==> config.mk <==
export PLATFORM = sky130hd
export DESIGN_NAME = opw_top
export DESIGN_NICKNAME = d
export VERILOG_FILES = /design/src/opw_top.v /design/src/opw_phase_calc.v
export VERILOG_INCLUDE_DIRS = /design/src
export SDC_FILE = /design/constraint.sdc
export NUM_CORES = 1
export LEC_CHECK = 0
export ABC_AREA = 1
export BUFFER_PORTS_ARGS = -buffer_cell sky130_fd_sc_hd__buf_4
export CAP_MARGIN = 20
export CORE_ASPECT_RATIO = 1.1
export CORE_UTILIZATION = 57
export CTS_CLUSTER_SIZE = 30
export DETAILED_ROUTE_END_ITERATION = 8
export MAX_ROUTING_LAYER = met4
export PLACE_DENSITY = 0.8
export SLEW_MARGIN = 30
export SYNTH_ARGS = -nofsm -noshare
export SYNTH_HDL_FRONTEND = slang
export SYNTH_SLANG_ARGS = --single-unit
==> constraint.sdc <==
create_clock -name sys_clk_i -period 1.95 [get_ports sys_clk_i]
set_input_delay 0.39 -clock sys_clk_i [delete_from_list [all_inputs] [get_ports sys_clk_i]]
set_output_delay 0.39 -clock sys_clk_i [all_outputs]
set_load 0.1 [all_outputs]
==> src/opw_consts.vh <==
/*
 * Constants for the overlay phase and window register bank: byte offsets,
 * field positions, reset values and shift codes.
 * Assumes it is included by bare name from the design files.
 */
`ifndef OPW_CONSTS_VH
`define OPW_CONSTS_VH

// Register byte offsets on the 32-bit slave.
`define OPW_OFF_LUMA_VPH 8'h1C
`define OPW_OFF_CHROMA_VPH 8'h20
`define OPW_OFF_HORIZ_PH 8'h24
`define OPW_OFF_SHIFT 8'h28
`define OPW_OFF_WIN_POS 8'h2C
`define OPW_OFF_WIN_SIZE 8'h30
// Status register holding the live reserved-code flag and the field in use.
`define OPW_OFF_STATUS 8'h34

// Reset values.
`define OPW_RST_REG 32'h0000_0000

// Writable bit masks; reserved bits of the vertical phase registers are kept.
`define OPW_MASK_VPH 32'hFFFF_FFFF
`define OPW_MASK_HPH 32'hFFF0_FFF0
`define OPW_MASK_SHIFT 32'h00FF_FFFF
`define OPW_MASK_WIN 32'h0FFF_0FFF

// Field positions (high and low bit of each 12-bit phase or window field).
`define OPW_HI_HI 31
`define OPW_HI_LO 20
`define OPW_LO_HI 15
`define OPW_LO_LO 4
`define OPW_WIN_HI_HI 27
`define OPW_WIN_HI_LO 16
`define OPW_WIN_LO_HI 11
`define OPW_WIN_LO_LO 0

// Shift code positions (low bit of each 4-bit code).
`define OPW_SH_LUMA_F0 20
`define OPW_SH_LUMA_F1 16
`define OPW_SH_LUMA_H 12
`define OPW_SH_CHROMA_F0 8
`define OPW_SH_CHROMA_F1 4
`define OPW_SH_CHROMA_H 0

// Shift codes.
`define OPW_CODE_ZERO 4'h0
`define OPW_CODE_PLUS1 4'h1
`define OPW_CODE_PLUS2 4'h2
`define OPW_CODE_MINUS1 4'hF

// Bus answer latency, in cycles of wait before the answer.
`define OPW_WAIT_CYCLES 1

`endif

==> src/opw_top.v <==
/*
 * Overlay phase and destination window register bank on an Avalon-MM slave.
 * Holds the initial phase, phase shift and window registers, and drives the
 * effective phases for the current field to the scaler.
 * Assumes a single 100 MHz clock, a synchronous active-high reset and a
 * display pipe that reports the field in progress on the same clock.
 * Reserved shift codes in use give no offset and raise a flag instead.
 */
// Decided for this implementation: register access over Avalon-MM.
`timescale 1ns/1ps
`default_nettype none
`include "opw_consts.vh"

module opw_top #(
   parameter FRAC_W = 12,
   parameter WIN_W = 12
) (
   // Clock, reset and clock enable.
   input wire sys_clk_i,
   input wire rst_i,
   input wire clk_en_i,
   // Avalon-MM slave.
   input wire [7:0] avs_address_i,
   input wire avs_read_i,
   input wire avs_write_i,
   input wire [31:0] avs_writedata_i,
   input wire [3:0] avs_byteenable_i,
   output reg [31:0] avs_readdata_o,
   output reg avs_waitrequest_o,
   // Display pipe status, same clock.
   input wire field_odd_i,
   input wire interlaced_i,
   // Effective phases to the scaler.
   output wire [FRAC_W+1:0] luma_vert_phase_o,
   output wire [FRAC_W+1:0] chroma_vert_phase_o,
   output wire [FRAC_W+1:0] luma_horiz_phase_o,
   output wire [FRAC_W+1:0] chroma_horiz_phase_o,
   // Window geometry on the attached pipe.
   output reg [WIN_W-1:0] win_top_o,
   output reg [WIN_W-1:0] win_left_o,
   output reg [WIN_W-1:0] win_height_o,
   output reg [WIN_W-1:0] win_width_o,
   // Raised while any selected shift code is reserved.
   output reg shift_reserved_o
);

   // Stored registers, one per mapped word other than status.
   // Luma vertical phases for both fields, reserved nibbles kept.
   reg [31:0] luma_vph_q;
   // Chroma vertical phases for both fields, reserved nibbles kept.
   reg [31:0] chroma_vph_q;
   // Chroma and luma horizontal phases; reserved nibbles read zero.
   reg [31:0] horiz_ph_q;
   // Six 4-bit phase-shift codes in the low three bytes.
   reg [31:0] shift_q;
   // Window top line and left pixel.
   reg [31:0] win_pos_q;
   // Window height in lines and width in pixels.
   reg [31:0] win_size_q;
   // Bus answer state; one wait cycle then the answer.
   reg ack_q;
   // Field in use, sampled so a mid-frame change lands cleanly.
   reg field_sel_q;
   // Reserved-code flags from each calculator.
   // Bit order: luma vertical, chroma vertical, luma and chroma horizontal.
   wire [3:0] res_w;
   // Merged byte-enable mask.
   // Built once and shared by every register write.
   wire [31:0] be_mask_w;

   // Byte enables widened to a bit mask.
   genvar gi;
   generate
      for (gi = 0; gi < 4; gi = gi + 1) begin : g_be
         // One enable bit spreads over its eight data bits.
         assign be_mask_w[gi*8+7:gi*8] = {8{avs_byteenable_i[gi]}};
      end
   endgenerate

   // Merge a write into a register under byte enables and a writable mask.
   // A lane left out by its enable, or a bit outside the mask, keeps its old value.
   function [31:0] merge;
      input [31:0] old_v;
      input [31:0] new_v;
      input [31:0] be_v;
      input [31:0] wmask;
      begin
         merge = (old_v & ~(be_v & wmask)) | (new_v & be_v & wmask);
      end
   endfunction

   // Pick one 12-bit fraction: the upper one at 31:20 or the lower one at 15:4.
   // The lower fraction also serves the luma horizontal phase.
   function [11:0] field12;
      input [31:0] r;
      input hi;
      begin
         field12 = hi ? r[`OPW_HI_HI:`OPW_HI_LO] : r[`OPW_LO_HI:`OPW_LO_LO];
      end
   endfunction

   // Waitrequest falls one cycle after a request so the answer comes from flops.
   // The idle cycle after each answer keeps a held request from being taken twice.
   // The cost is one lost cycle between back-to-back transfers.
   always @(posedge sys_clk_i) begin
      if (rst_i) begin
         // Waitrequest stays high so nothing is answered during reset.
         ack_q <= 1'b0;
         avs_waitrequest_o <= 1'b1;
      end else if (clk_en_i) begin
         if ((avs_read_i || avs_write_i) && !ack_q) begin
            // A fresh request is answered in the next cycle.
            ack_q <= 1'b1;
            avs_waitrequest_o <= 1'b0;
         end else begin
            // Answer given or bus idle: back to waiting.
            ack_q <= 1'b0;
            avs_waitrequest_o <= 1'b1;
         end
      end
   end

   // Register writes, taken on the edge where waitrequest is seen low.
   // An unmapped write falls through every branch and changes nothing.
   always @(posedge sys_clk_i) begin
      if (rst_i) begin
         // All registers clear to zero.
         luma_vph_q <= `OPW_RST_REG;
         chroma_vph_q <= `OPW_RST_REG;
         horiz_ph_q <= `OPW_RST_REG;
         shift_q <= `OPW_RST_REG;
         win_pos_q <= `OPW_RST_REG;
         win_size_q <= `OPW_RST_REG;
      end else if (clk_en_i && ack_q && avs_write_i) begin
         if (avs_address_i == `OPW_OFF_LUMA_VPH) begin
            luma_vph_q <= merge(luma_vph_q, avs_writedata_i, be_mask_w, `OPW_MASK_VPH);
         end else if (avs_address_i == `OPW_OFF_CHROMA_VPH) begin
            // Chroma vertical phases, reserved nibbles kept as well.
            chroma_vph_q <= merge(chroma_vph_q, avs_writedata_i, be_mask_w, `OPW_MASK_VPH);
         end else if (avs_address_i == `OPW_OFF_HORIZ_PH) begin
            horiz_ph_q <= merge(horiz_ph_q, avs_writedata_i, be_mask_w, `OPW_MASK_HPH);
         end else if (avs_address_i == `OPW_OFF_SHIFT) begin
            shift_q <= merge(shift_q, avs_writedata_i, be_mask_w, `OPW_MASK_SHIFT);
         end else if (avs_address_i == `OPW_OFF_WIN_POS) begin
            win_pos_q <= merge(win_pos_q, avs_writedata_i, be_mask_w, `OPW_MASK_WIN);
         end else if (avs_address_i == `OPW_OFF_WIN_SIZE) begin
            // Sizes are stored as written; keeping them on the display is up to software.
            win_size_q <= merge(win_size_q, avs_writedata_i, be_mask_w, `OPW_MASK_WIN);
         end
      end
   end

   // Read data registered in the request cycle; unmapped addresses read zero.
   // The word is loaded every cycle, so it already stands when waitrequest falls.
   always @(posedge sys_clk_i) begin
      if (rst_i) begin
         avs_readdata_o <= 32'h0000_0000;
      end else if (clk_en_i) begin
         if (avs_address_i == `OPW_OFF_LUMA_VPH) begin
            // Luma vertical phase word.
            avs_readdata_o <= luma_vph_q;
         end else if (avs_address_i == `OPW_OFF_CHROMA_VPH) begin
            // Chroma vertical phase word.
            avs_readdata_o <= chroma_vph_q;
         end else if (avs_address_i == `OPW_OFF_HORIZ_PH) begin
            // Horizontal phase word.
            avs_readdata_o <= horiz_ph_q;
         end else if (avs_address_i == `OPW_OFF_SHIFT) begin
            // Shift code word.
            avs_readdata_o <= shift_q;
         end else if (avs_address_i == `OPW_OFF_WIN_POS) begin
            // Window position word.
            avs_readdata_o <= win_pos_q;
         end else if (avs_address_i == `OPW_OFF_WIN_SIZE) begin
            // Window size word.
            avs_readdata_o <= win_size_q;
         end else if (avs_address_i == `OPW_OFF_STATUS) begin
            // Live state: field in use and reserved-code flag.
            avs_readdata_o <= {30'h0000_0000, shift_reserved_o, field_sel_q};
         end else begin
            // Holes in the map read as zero.
            avs_readdata_o <= 32'h0000_0000;
         end
      end
   end

   // Field selection sampled from the pipe.
   // The pins come from logic on this clock, so no synchroniser is needed.
   // A field change reaches the phase outputs two cycles later.
   always @(posedge sys_clk_i) begin
      if (rst_i) begin
         // Field 0 until the pipe reports otherwise.
         field_sel_q <= 1'b0;
      end else if (clk_en_i) begin
         field_sel_q <= interlaced_i & field_odd_i;
      end
   end

   // Luma vertical phase for the current field.
   // Field 1 takes the upper fraction and its own shift code.
   opw_phase_calc #(.FRAC_W(FRAC_W)) u_luma_v (
      .sys_clk_i(sys_clk_i),
      .rst_i(rst_i),
      .clk_en_i(clk_en_i),
      .frac_i(field12(luma_vph_q, field_sel_q)),
      .code_i(field_sel_q ? shift_q[`OPW_SH_LUMA_F1+3:`OPW_SH_LUMA_F1]
                          : shift_q[`OPW_SH_LUMA_F0+3:`OPW_SH_LUMA_F0]),
      .phase_o(luma_vert_phase_o),
      .reserved_o(res_w[0])
   );

   // Chroma vertical phase for the current field.
   // Same selection as luma, with the chroma fractions and codes.
   opw_phase_calc #(.FRAC_W(FRAC_W)) u_chroma_v (
      .sys_clk_i(sys_clk_i),
      .rst_i(rst_i),
      .clk_en_i(clk_en_i),
      .frac_i(field12(chroma_vph_q, field_sel_q)),
      .code_i(field_sel_q ? shift_q[`OPW_SH_CHROMA_F1+3:`OPW_SH_CHROMA_F1]
                          : shift_q[`OPW_SH_CHROMA_F0+3:`OPW_SH_CHROMA_F0]),
      .phase_o(chroma_vert_phase_o),
      .reserved_o(res_w[1])
   );

   // Luma horizontal phase, same for every field.
   // Taken from the lower fraction; no field or buffer changes it.
   opw_phase_calc #(.FRAC_W(FRAC_W)) u_luma_h (
      .sys_clk_i(sys_clk_i),
      .rst_i(rst_i),
      .clk_en_i(clk_en_i),
      .frac_i(field12(horiz_ph_q, 1'b0)),
      .code_i(shift_q[`OPW_SH_LUMA_H+3:`OPW_SH_LUMA_H]),
      .phase_o(luma_horiz_phase_o),
      .reserved_o(res_w[2])
   );

   // Chroma horizontal phase.
   // Taken from the upper fraction of the horizontal word.
   opw_phase_calc #(.FRAC_W(FRAC_W)) u_chroma_h (
      .sys_clk_i(sys_clk_i),
      .rst_i(rst_i),
      .clk_en_i(clk_en_i),
      .frac_i(field12(horiz_ph_q, 1'b1)),
      .code_i(shift_q[`OPW_SH_CHROMA_H+3:`OPW_SH_CHROMA_H]),
      .phase_o(chroma_horiz_phase_o),
      .reserved_o(res_w[3])
   );

   // Window geometry and reserved flag, registered for the pipe.
   // Under 180 degree rotation the pipe reads top and left as the bottom
   // line and right edge of the unrotated window; nothing changes here.
   // Sizes are not checked against the display, which is a known limitation.
   always @(posedge sys_clk_i) begin
      if (rst_i) begin
         // Outputs clear with the registers.
         win_top_o <= {WIN_W{1'b0}};
         win_left_o <= {WIN_W{1'b0}};
         win_height_o <= {WIN_W{1'b0}};
         win_width_o <= {WIN_W{1'b0}};
         shift_reserved_o <= 1'b0;
      end else if (clk_en_i) begin
         win_top_o <= win_pos_q[`OPW_WIN_HI_HI:`OPW_WIN_HI_LO];
         win_left_o <= win_pos_q[`OPW_WIN_LO_HI:`OPW_WIN_LO_LO];
         win_height_o <= win_size_q[`OPW_WIN_HI_HI:`OPW_WIN_HI_LO];
         win_width_o <= win_size_q[`OPW_WIN_LO_HI:`OPW_WIN_LO_LO];
         // The flag follows the codes in use now, not codes written earlier.
         shift_reserved_o <= |res_w;
      end
   end

endmodule // opw_top

`default_nettype wire

==> src/opw_phase_calc.v <==
/*
 * Effective phase calculator: joins a 12-bit positive fraction with a 4-bit
 * shift code into a signed phase with two integer bits and twelve fraction bits.
 * Assumes a clock enable from the same domain and a synchronous reset.
 */
`timescale 1ns/1ps
`default_nettype none
`include "opw_consts.vh"

module opw_phase_calc #(
   parameter FRAC_W = 12
) (
   // Clock and reset.
   input wire sys_clk_i,
   input wire rst_i,
   input wire clk_en_i,
   // Phase inputs.
   input wire [FRAC_W-1:0] frac_i,
   input wire [3:0] code_i,
   // Result: signed, range -1 up to but not including 2.
   output reg [FRAC_W+1:0] phase_o,
   output reg reserved_o
);

   // Integer part chosen by the code; reserved codes fall back to zero.
   reg [1:0] int_d;
   reg bad_d;

   // Decode of the shift code.
   always @* begin
      int_d = 2'h0;
      bad_d = 1'b0;
      case (code_i)
         `OPW_CODE_ZERO: int_d = 2'h0;
         `OPW_CODE_PLUS1: int_d = 2'h1;
         `OPW_CODE_MINUS1: int_d = 2'h3;
         `OPW_CODE_PLUS2: begin
            // clamp upper bound
            // Plus two with a nonzero fraction would reach two or more, so it saturates.
            int_d = 2'h1;
         end
         default: bad_d = 1'b1;
      endcase
   end

   // Registered result so the top outputs come from flip-flops.
   always @(posedge sys_clk_i) begin
      if (rst_i) begin
         phase_o <= {(FRAC_W+2){1'b0}};
         reserved_o <= 1'b0;
      end else if (clk_en_i) begin
         if (code_i == `OPW_CODE_PLUS2 && frac_i != {FRAC_W{1'b0}}) begin
            // Largest value below two.
            phase_o <= {2'h1, {FRAC_W{1'b1}}};
         end else if (code_i == `OPW_CODE_PLUS2) begin
            // Exactly two is outside the range; the nearest legal value is used.
            phase_o <= {2'h1, {FRAC_W{1'b1}}};
         end else begin
            phase_o <= {int_d, frac_i};
         end
         reserved_o <= bad_d;
      end
   end

endmodule // opw_phase_calc

`default_nettype wire

# After elaboration in Yosys (flattened, before gate mapping)
# Index checks and enable logic that the tools add are counted.
# totals
out_inout_bits,138
ff_bits,336
wordCells,122
inputBits,51
# classes
n_mux,29
n_reduce_logical,28
n_eq_ne,19
bitwise_logic,23
# op_table
cell,n
bitwise AND 32 bit,7
2-to-1 mux 32 bit,6
2-to-1 mux 14 bit,8
bitwise OR 32 bit,3
NOT 32 bit,2
bitwise OR 32 x 28 -> 32 bit,2
== test 8 x 6 -> 1 bit (second input constant),6
nonzero test 12 bit,4
NOT 24 -> 32 bit,1
NOT 28 -> 32 bit,1
bitwise OR 32 x 24 -> 32 bit,1
2-to-1 mux 12 bit,2
OR reduction 4 bit,5
== test 4 x 1 -> 1 bit (second input constant),4
== test 4 x 2 -> 1 bit (second input constant),4
== test 4 bit (second input constant),4
zero test 4 bit,4
one-hot mux 2 bit (2 select lines),4
== test 8 x 5 -> 1 bit (second input constant),1
2-to-1 mux 4 bit,2
logical AND 1 bit,7
AND reduction 7 bit,1
2-to-1 mux 1 bit,6
AND reduction 6 bit,1
other kinds (9),13

# Logic depth before layout (Yosys ltp)
# Gate-level depths: netlist of run 1.
# depth
ltp_word,8
depth_mapped,12
mapped_depth_nobuf,11

# Hierarchy
# Synthesis of run 1 repeated with hierarchy kept, for this count alone.
# unflattened
cells_unflattened,1697
area_unflattened_um2,12782.3
# modules_own_cells
module,seq_area_each_um2,n_inst,cells_per_inst,area_each_um2
opw_top,4884.7,1,1389,10134.7
opw_phase_calc,300.3,4,77,661.9

# Worst setup path after synthesis of run 1
# No wires, ideal clock.
# synth_path
path_kind,register -> register
start,reg shift_reserved_o
end,reg avs_readdata_o[1]
path_buffers,0
synth_period_minus_slack_ns,1.604
stages_incl_launch_ff,9
slack_ns,0.346
setup_ns,0.070
arrival_ns,1.534
required_time_ns,1.880
cell_sequence,dfxtp_1 > inv_1 > a21oi_1 > nand2_1 > nand2_1 > o21bai_1 > nand2_1 > nand2_1 > a21oi_1
# synth_between
elab_chain_cells,7
# synth_lines
element,line_no,text
"start, declared",opw_top.v:44,output reg shift_reserved_o
"start signal, assigned",opw_top.v:267,shift_reserved_o <= |res_w;
2-to-1 mux 2 bit,opw_top.v:177,end else if (avs_address_i == `OPW_OFF_STATUS) begin
2-to-1 mux 32 bit,opw_top.v:174,end else if (avs_address_i == `OPW_OFF_WIN_SIZE) begin
2-to-1 mux 32 bit,opw_top.v:171,end else if (avs_address_i == `OPW_OFF_WIN_POS) begin
2-to-1 mux 32 bit,opw_top.v:168,end else if (avs_address_i == `OPW_OFF_SHIFT) begin
2-to-1 mux 32 bit,opw_top.v:165,end else if (avs_address_i == `OPW_OFF_HORIZ_PH) begin
2-to-1 mux 32 bit,opw_top.v:162,end else if (avs_address_i == `OPW_OFF_CHROMA_VPH) begin
2-to-1 mux 32 bit,opw_top.v:159,if (avs_address_i == `OPW_OFF_LUMA_VPH) begin
"end signal, assigned",opw_top.v:161,avs_readdata_o <= luma_vph_q;
"end signal, assigned",opw_top.v:164,avs_readdata_o <= chroma_vph_q;
"end signal, assigned",opw_top.v:167,avs_readdata_o <= horiz_ph_q;
"end, declared",opw_top.v:28,"output reg [31:0] avs_readdata_o,"
# Every way passes these cells.
# A chain may end at the register's enable or synchronous reset.

==> results.sh, run 1 <==
export IMPL_drtIter0Drc=1160
export IMPL_cts_buffer_depth=3
export IMPL_wire_per_inst_um=17.9
export IMPL_synth_seq_cells=304
export IMPL_antenna_found_initial=0
export IMPL_ys_flop_type="dfxtp_1"
export IMPL_grt_pass1_wl_mm=60.7
export IMPL_final_nets=1954
export IMPL_p_comb_frac=0.136
export IMPL_syn_area_um2=12700
export IMPL_hold_viol_final=0
export IMPL_synth_edf_count=0
export IMPL_grt_max_degree=122
export IMPL_clock_skew_ns=0.0120
export IMPL_yosys_area_top_type_share=0.480
export IMPL_antenna_cells=0
export IMPL_async_flop_share=0
export IMPL_layout_drive_gt1_share=0.174
export IMPL_worstSkewPairLatency_ns=0.56
export IMPL_syn_mean_instance_area_um2=7.30
export IMPL_stdcell_count=2212
export IMPL_grt_usage=0.354
export IMPL_p_clk_frac=0.401
export IMPL_critPathKind="register to register"
export IMPL_dp_cells=2161
export IMPL_yosys_area_top_type="dfxtp_1"
export IMPL_powerDensity_nw_per_um2=902
export IMPL_vias_per_cell=5.70
export IMPL_maxSlewViolCount=0
export IMPL_dpl_hpwl_mm=27.8
export IMPL_switching_share=0.287
export IMPL_cts_buffers=30
export IMPL_period_share=0.892
export IMPL_critPathCaptureType="register"
export IMPL_ys_top_cells_by_count="nand2_1 (422), dfxtp_1 (304), nor2_1 (247), o21ai_0 (195), a21oi_1 (182)"
export IMPL_coreArea_um2=21600
export IMPL_wirelength_mm=39.7
export IMPL_postSynthCellCount=1738
export IMPL_seq_power_share=0.463
export IMPL_rows=56
export IMPL_io_pins=189
export IMPL_rsz0062_at_grt="false"
export IMPL_cp_start_kind="register"
export IMPL_slew_headroom=0.596
export IMPL_die_height_um=158
export IMPL_antenna_left=0
export IMPL_fill_cells=1820
export IMPL_holdWs_ns=0.101
export IMPL_area_delta_synth_final_pct=21.3
export IMPL_outcome="finished clean"
export IMPL_port_buffers=188
export IMPL_drc_errors=0
export IMPL_place_congestion=0.917
export IMPL_multi_input_area_um2=5620
export IMPL_max_cap_violations=0
export IMPL_via_count=12605
export IMPL_cts_sinks=304
export IMPL_vdd_drop_max_mv=0.803
export IMPL_power_switching_mw=3.98
export IMPL_synth_area_mux_share=0
export IMPL_fin_area_um2=15400
export IMPL_fin_crit_ns=1.74
export IMPL_synthTopCellsByArea="dfxtp_1 (48%), nand2_1 (12%), o21ai_0 (7.7%)"
export IMPL_fin_tns_setup_ns=0
export IMPL_synth_simple_area_share=0.259
export IMPL_seq_area_um2=6090
export IMPL_cts_max_level=1
export IMPL_initial_core_util=0.588
export IMPL_synthDistinctLibCells=38
export IMPL_p_leak_nw=6.63
export IMPL_synth_top_family_by_area="simple AND/OR/NAND/NOR gates"
export IMPL_post_dp_cell_area_um2=14500
export IMPL_worstPathMaxFanout=12
export IMPL_synthesis_nets=1789
export IMPL_synth_most_common_cell="nand2_1"
export IMPL_min_path_type="primary input to register"
export IMPL_yosysSeqAreaShare=0.480
export IMPL_dr_pass1_iters=5
export IMPL_power_mw=13.9
export IMPL_synth_compound_area_frac=0.184
export IMPL_grt_pass1_vias=11660
export IMPL_synth_warnings=0
export IMPL_p_int_mw=9.90
export IMPL_worstMarginPinSlew_ns=0.606
export IMPL_synth_xor_area_frac=0
export IMPL_postCtsSetupBuffers=0
export IMPL_tritoncts="yes"
export IMPL_setup_viol=0
export IMPL_die_area_um2=22900
export IMPL_fmax_mhz=575
export IMPL_die_w_um=144
export IMPL_cts_root_buf="clkbuf_16"
export IMPL_critPathRequiredTime_ns=2.39
export IMPL_synthAdderAreaFrac=0
export IMPL_overflow=0
export IMPL_clkTransAtPathRegs_ns=0.06
export IMPL_cp_arrival_ns=2.18
## metal layers
metal	part of all wire	wire length (um)	GRT usage
met1	0.39	15500	0.438
met2	0.47	18500	0.558
met3	0.089	3540	0.0487
met4	0.053	2080	0.196
met5	0	0	-
## cell families (layout without fill, tap and decap cells)
logic type	Yosys count	count (layout)
AND/OR/NAND/NOR	768	768
AO/OA/AOI/OAI	433	433
buffers and inverters	233	417
flip-flops	304	304
## timing repair
| item | CTS | global route |
|---|---|---|
| hold buffers | 0 | 0 |
| endpoints found under the setup margin | 0 | 12 |
| resized for setup | 0 | 1 |
## critical path, stage by stage (launching register included)
cell and delay (ns):
dfxtp_1 0.36, nand3_1 0.19, clkinv_2 0.20, nand2_4 0.11, nor2_8 0.24, nand2_2 0.23, o21ai_0 0.21, a21oi_1 0.06
## power by group through the flow
stage	Sequential [mW]	Clock [mW]	Combinational, mW
after global placement	6.56	0	1.86
after global routing	6.43	5.84	1.97
final	6.43	5.57	1.89
after floorplan	7.47	0	0.421
after detailed placement	6.56	0	1.87
after CTS	6.42	5.58	1.88
## cell type report
type	count	share of cell area
inverters	137	0.0338
multi-input cells	1201	0.365
flip-flops and latches	304	0.395
well taps	290	0.0236
clock buffers	41	0.0554
repair buffers	229	0.121
clock inverters	10	0.00504
## layout by cell type (no fill, tap or decap), types with 6 or more instances in the layout
master and instances:
nand2_1 421, a21oi_1 182, o221ai_1 24, inv_1 116, nor2_4 13, clkbuf_1 6, nand2_4 7, nand3_1 47
o21ai_0 195, nand4_1 12, buf_12 12, buf_4 217, o211ai_1 6, o21bai_1 6, inv_2 17, dfxtp_1 304
clkinv_2 9, clkbuf_16 31, nor2_1 247
## through the flow
step	utilization	setup WS (ns)
global placement	0.670	0.0438
detailed placement	0.670	0.00963
CTS	0.713	0.130
finish	0.713	0.211
floorplan	-	0.346
global route	0.713	0.0404
## worst paths after layout
| path | from | depth (start not counted) | to | slack (ns) |
|---|---|---|---|---|
| setup / recovery | ack_q$_SDFFE_PP0P_ | 7 | register | 0.21 |
| hold / removal | avs_writedata_i[28] | 3 | register | 0.10 |
| setup reg to reg | ack_q$_SDFFE_PP0P_ | 7 | register | 0.21 |
| hold reg to reg | register | 2 | register | 0.45 |
Note: power is estimated with default switching activity, not from simulation.
==> run 2, diff against run 1 <==
--- a/config.mk
+++ b/config.mk
@@ -14,7 +14,7 @@
 export CTS_CLUSTER_SIZE = 30
 export DETAILED_ROUTE_END_ITERATION = 8
 export MAX_ROUTING_LAYER = met4
-export PLACE_DENSITY = 0.8
+export PLACE_DENSITY = 0.85
 export SLEW_MARGIN = 30
 export SYNTH_ARGS = -nofsm -noshare
 export SYNTH_HDL_FRONTEND = slang
==> run 2 against run 1 <==
Compared with the run above: power rose by 6.0%; sequential power hardly changed; fmax fell by 4.3%; final cell count is 0.36% higher; non-clock buffer count rose by 2; global-route usage rose by 0.53 points; register-to-register slack worse by 0.08 ns; hold slack worse by 0.00093 ns; largest cell class unchanged.
==> results.sh, run 2 (synthesis gave the netlist of run 1 again) <==
export IMPL_outcome="finished clean"
export IMPL_worstPathMaxFanout=20
export IMPL_wire_per_inst_um=17.9
export IMPL_cts_resized_gates=0
export IMPL_route_met2_wl_mm=18.2
export IMPL_worstMarginPinSlew_ns=0.528
export IMPL_r2r_cells=7
export IMPL_cts_buffers=30
export IMPL_layout_drive_gt1_share=0.176
export IMPL_min_from="avs_writedata_i[28]"
export IMPL_critPathRequiredTime_ns=2.40
export IMPL_p_leak_nw=6.71
export IMPL_powerDensity_nw_per_um2=946
export IMPL_fmax_mhz=551
export IMPL_hold_viol_final=0
export IMPL_die_height_um=158
export IMPL_die_w_um=144
export IMPL_r2r_slack_ns=0.13
export IMPL_power_mw=14.7
export IMPL_critPathKind="register to register"
export IMPL_rows=56
export IMPL_slew_headroom=0.647
export IMPL_dpl_hpwl_mm=28.2
export IMPL_area_delta_synth_final_pct=22.6
export IMPL_cts_max_level=1
export IMPL_port_buffers=188
export IMPL_drtIter0Drc=1309
export IMPL_setup_viol=0
export IMPL_postCtsSetupBuffers=0
export IMPL_final_nets=1956
export IMPL_fin_crit_ns=1.82
export IMPL_cp_start_kind="register"
export IMPL_fill_cells=1721
export IMPL_place_congestion=0.973
export IMPL_vias_per_cell=5.75
export IMPL_io_pins=189
export IMPL_grt_pass1_vias=11974
export IMPL_via_count=12770
export IMPL_post_dp_cell_area_um2=14400
export IMPL_holdWs_ns=0.100
export IMPL_top_layer="met4"
export IMPL_vdd_drop_max_mv=0.628
export IMPL_wirelength_mm=39.8
export IMPL_multi_input_area_um2=5620
export IMPL_drc_errors=0
export IMPL_maxSlewViolCount=0
export IMPL_period_share=0.931
export IMPL_clkTransAtPathRegs_ns=0.06
export IMPL_grt_max_degree=85
export IMPL_worstSkewPairLatency_ns=0.56
export IMPL_dr_pass1_iters=8
export IMPL_holdBufCountCts=0
export IMPL_routed_wl_met3_mm=3.99
export IMPL_tritoncts="yes"
export IMPL_cts_root_buf="clkbuf_16"
export IMPL_max_cap_violations=0
export IMPL_final_common_cell="nand2_1"
export IMPL_antenna_found_initial=0
export IMPL_clock_skew_ns=0.0210
export IMPL_coreArea_um2=21600
export IMPL_antenna_left=0
export IMPL_seq_area_um2=6090
export IMPL_initial_core_util=0.588
export IMPL_critPathCaptureType="register"
export IMPL_hold_path_depth=3
export IMPL_cts_buffer_depth=3
export IMPL_grt_usage=0.359
export IMPL_grt_pass1_wl_mm=61.8
export IMPL_r2r_start="field_sel_q$_SDFFE_PP0P_"
export IMPL_most_common_layout_cells="nand2_1 (422), dfxtp_1 (303), nor2_1 (247)"
export IMPL_min_path_type="primary input to register"
export IMPL_reg2reg_to="u_luma_v.phase_o[2]$_SDFFE_PP0P_"
export IMPL_wl_met1_mm=15.1
export IMPL_cts_sinks=304
export IMPL_rsz0062_at_grt="false"
export IMPL_fin_area_um2=15600
export IMPL_cp_arrival_ns=2.27
export IMPL_overflow=0
export IMPL_die_area_um2=22900
## run 2: cell types whose count changed in the layout (fill, tap and decap cells not counted), moves of 2 or more
| cell | previous run | this run |
|---|---|---|
| buf_12 | 12 | 10 |
| buf_4 | 217 | 221 |
| bufinv_16 | 1 | 6 |
| clkbuf_1 | 6 | 8 |
| clkbuf_8 | 4 | 7 |
| clkinv_2 | 9 | 4 |
## run 2: worst max-delay path by stage
stage / from / to / slack (ns) / cells past startpoint
after global routing: field_sel_q$_SDFFE_PP0P_ / u_luma_v.phase_o[1]$_SDFFE_PP0P_ / 0.05 / 7
final: field_sel_q$_SDFFE_PP0P_ / u_luma_v.phase_o[2]$_SDFFE_PP0P_ / 0.13 / 7
after detailed placement: avs_address_i[7] / register / -0.003 / 12
after global placement: avs_address_i[7] / register / 0.05 / 12
after floorplan: shift_reserved_o$_SDFFE_PP0P_ / avs_readdata_o[1]$_SDFFE_PP0P_ / 0.35 / 8
after CTS: field_sel_q$_SDFFE_PP0P_ / u_luma_v.phase_o[2]$_SDFFE_PP0P_ / 0.03 / 7
## run 2: power by group
| part | switching, mW | internal, mW | total [mW] |
|---|---|---|---|
| registers | 0.0871 | 6.35 | 6.43 |
| logic | 1.49 | 0.397 | 1.89 |
| clock network | 2.43 | 3.96 | 6.39 |
| total | 4.01 | 10.7 | 14.7 |
## run 2: metrics by stage
step                setup WS, ns  utilization  TNS (ns)  std cells
finish                     0.134        0.721         0       2220
global route              0.0457        0.721         0       2219
CTS                       0.0297        0.721         0       2219
detailed placement      -0.00334        0.669  -0.00334       2163
global placement          0.0469        0.669         0       2163
floorplan                  0.346            -         0       1738
## run 2: final cells by class
type / instances / share of cell area
antenna: 1 / 0.000161
clock inverter: 10 / 0.0130
inverter: 137 / 0.0335
tap: 290 / 0.0233
multi-input combinational: 1201 / 0.361
clock buffer: 46 / 0.0580
timing repair buffer: 231 / 0.120
sequential: 304 / 0.391
## run 2: per-layer routing
metal,up-vias,global-route usage
met1,5834,0.430
met4,0,0.206
met3,181,0.0574
met5,-,-
li1,5985,-
met2,770,0.574
## run 2: worst max-delay path, cell delays in order, from the launching register on
cell and delay, ns:
dfxtp_2 0.48, buf_4 0.21, buf_4 0.24, inv_1 0.25, nand2_1 0.13, nand2_1 0.13, o221ai_1 0.20, inv_1 0.06
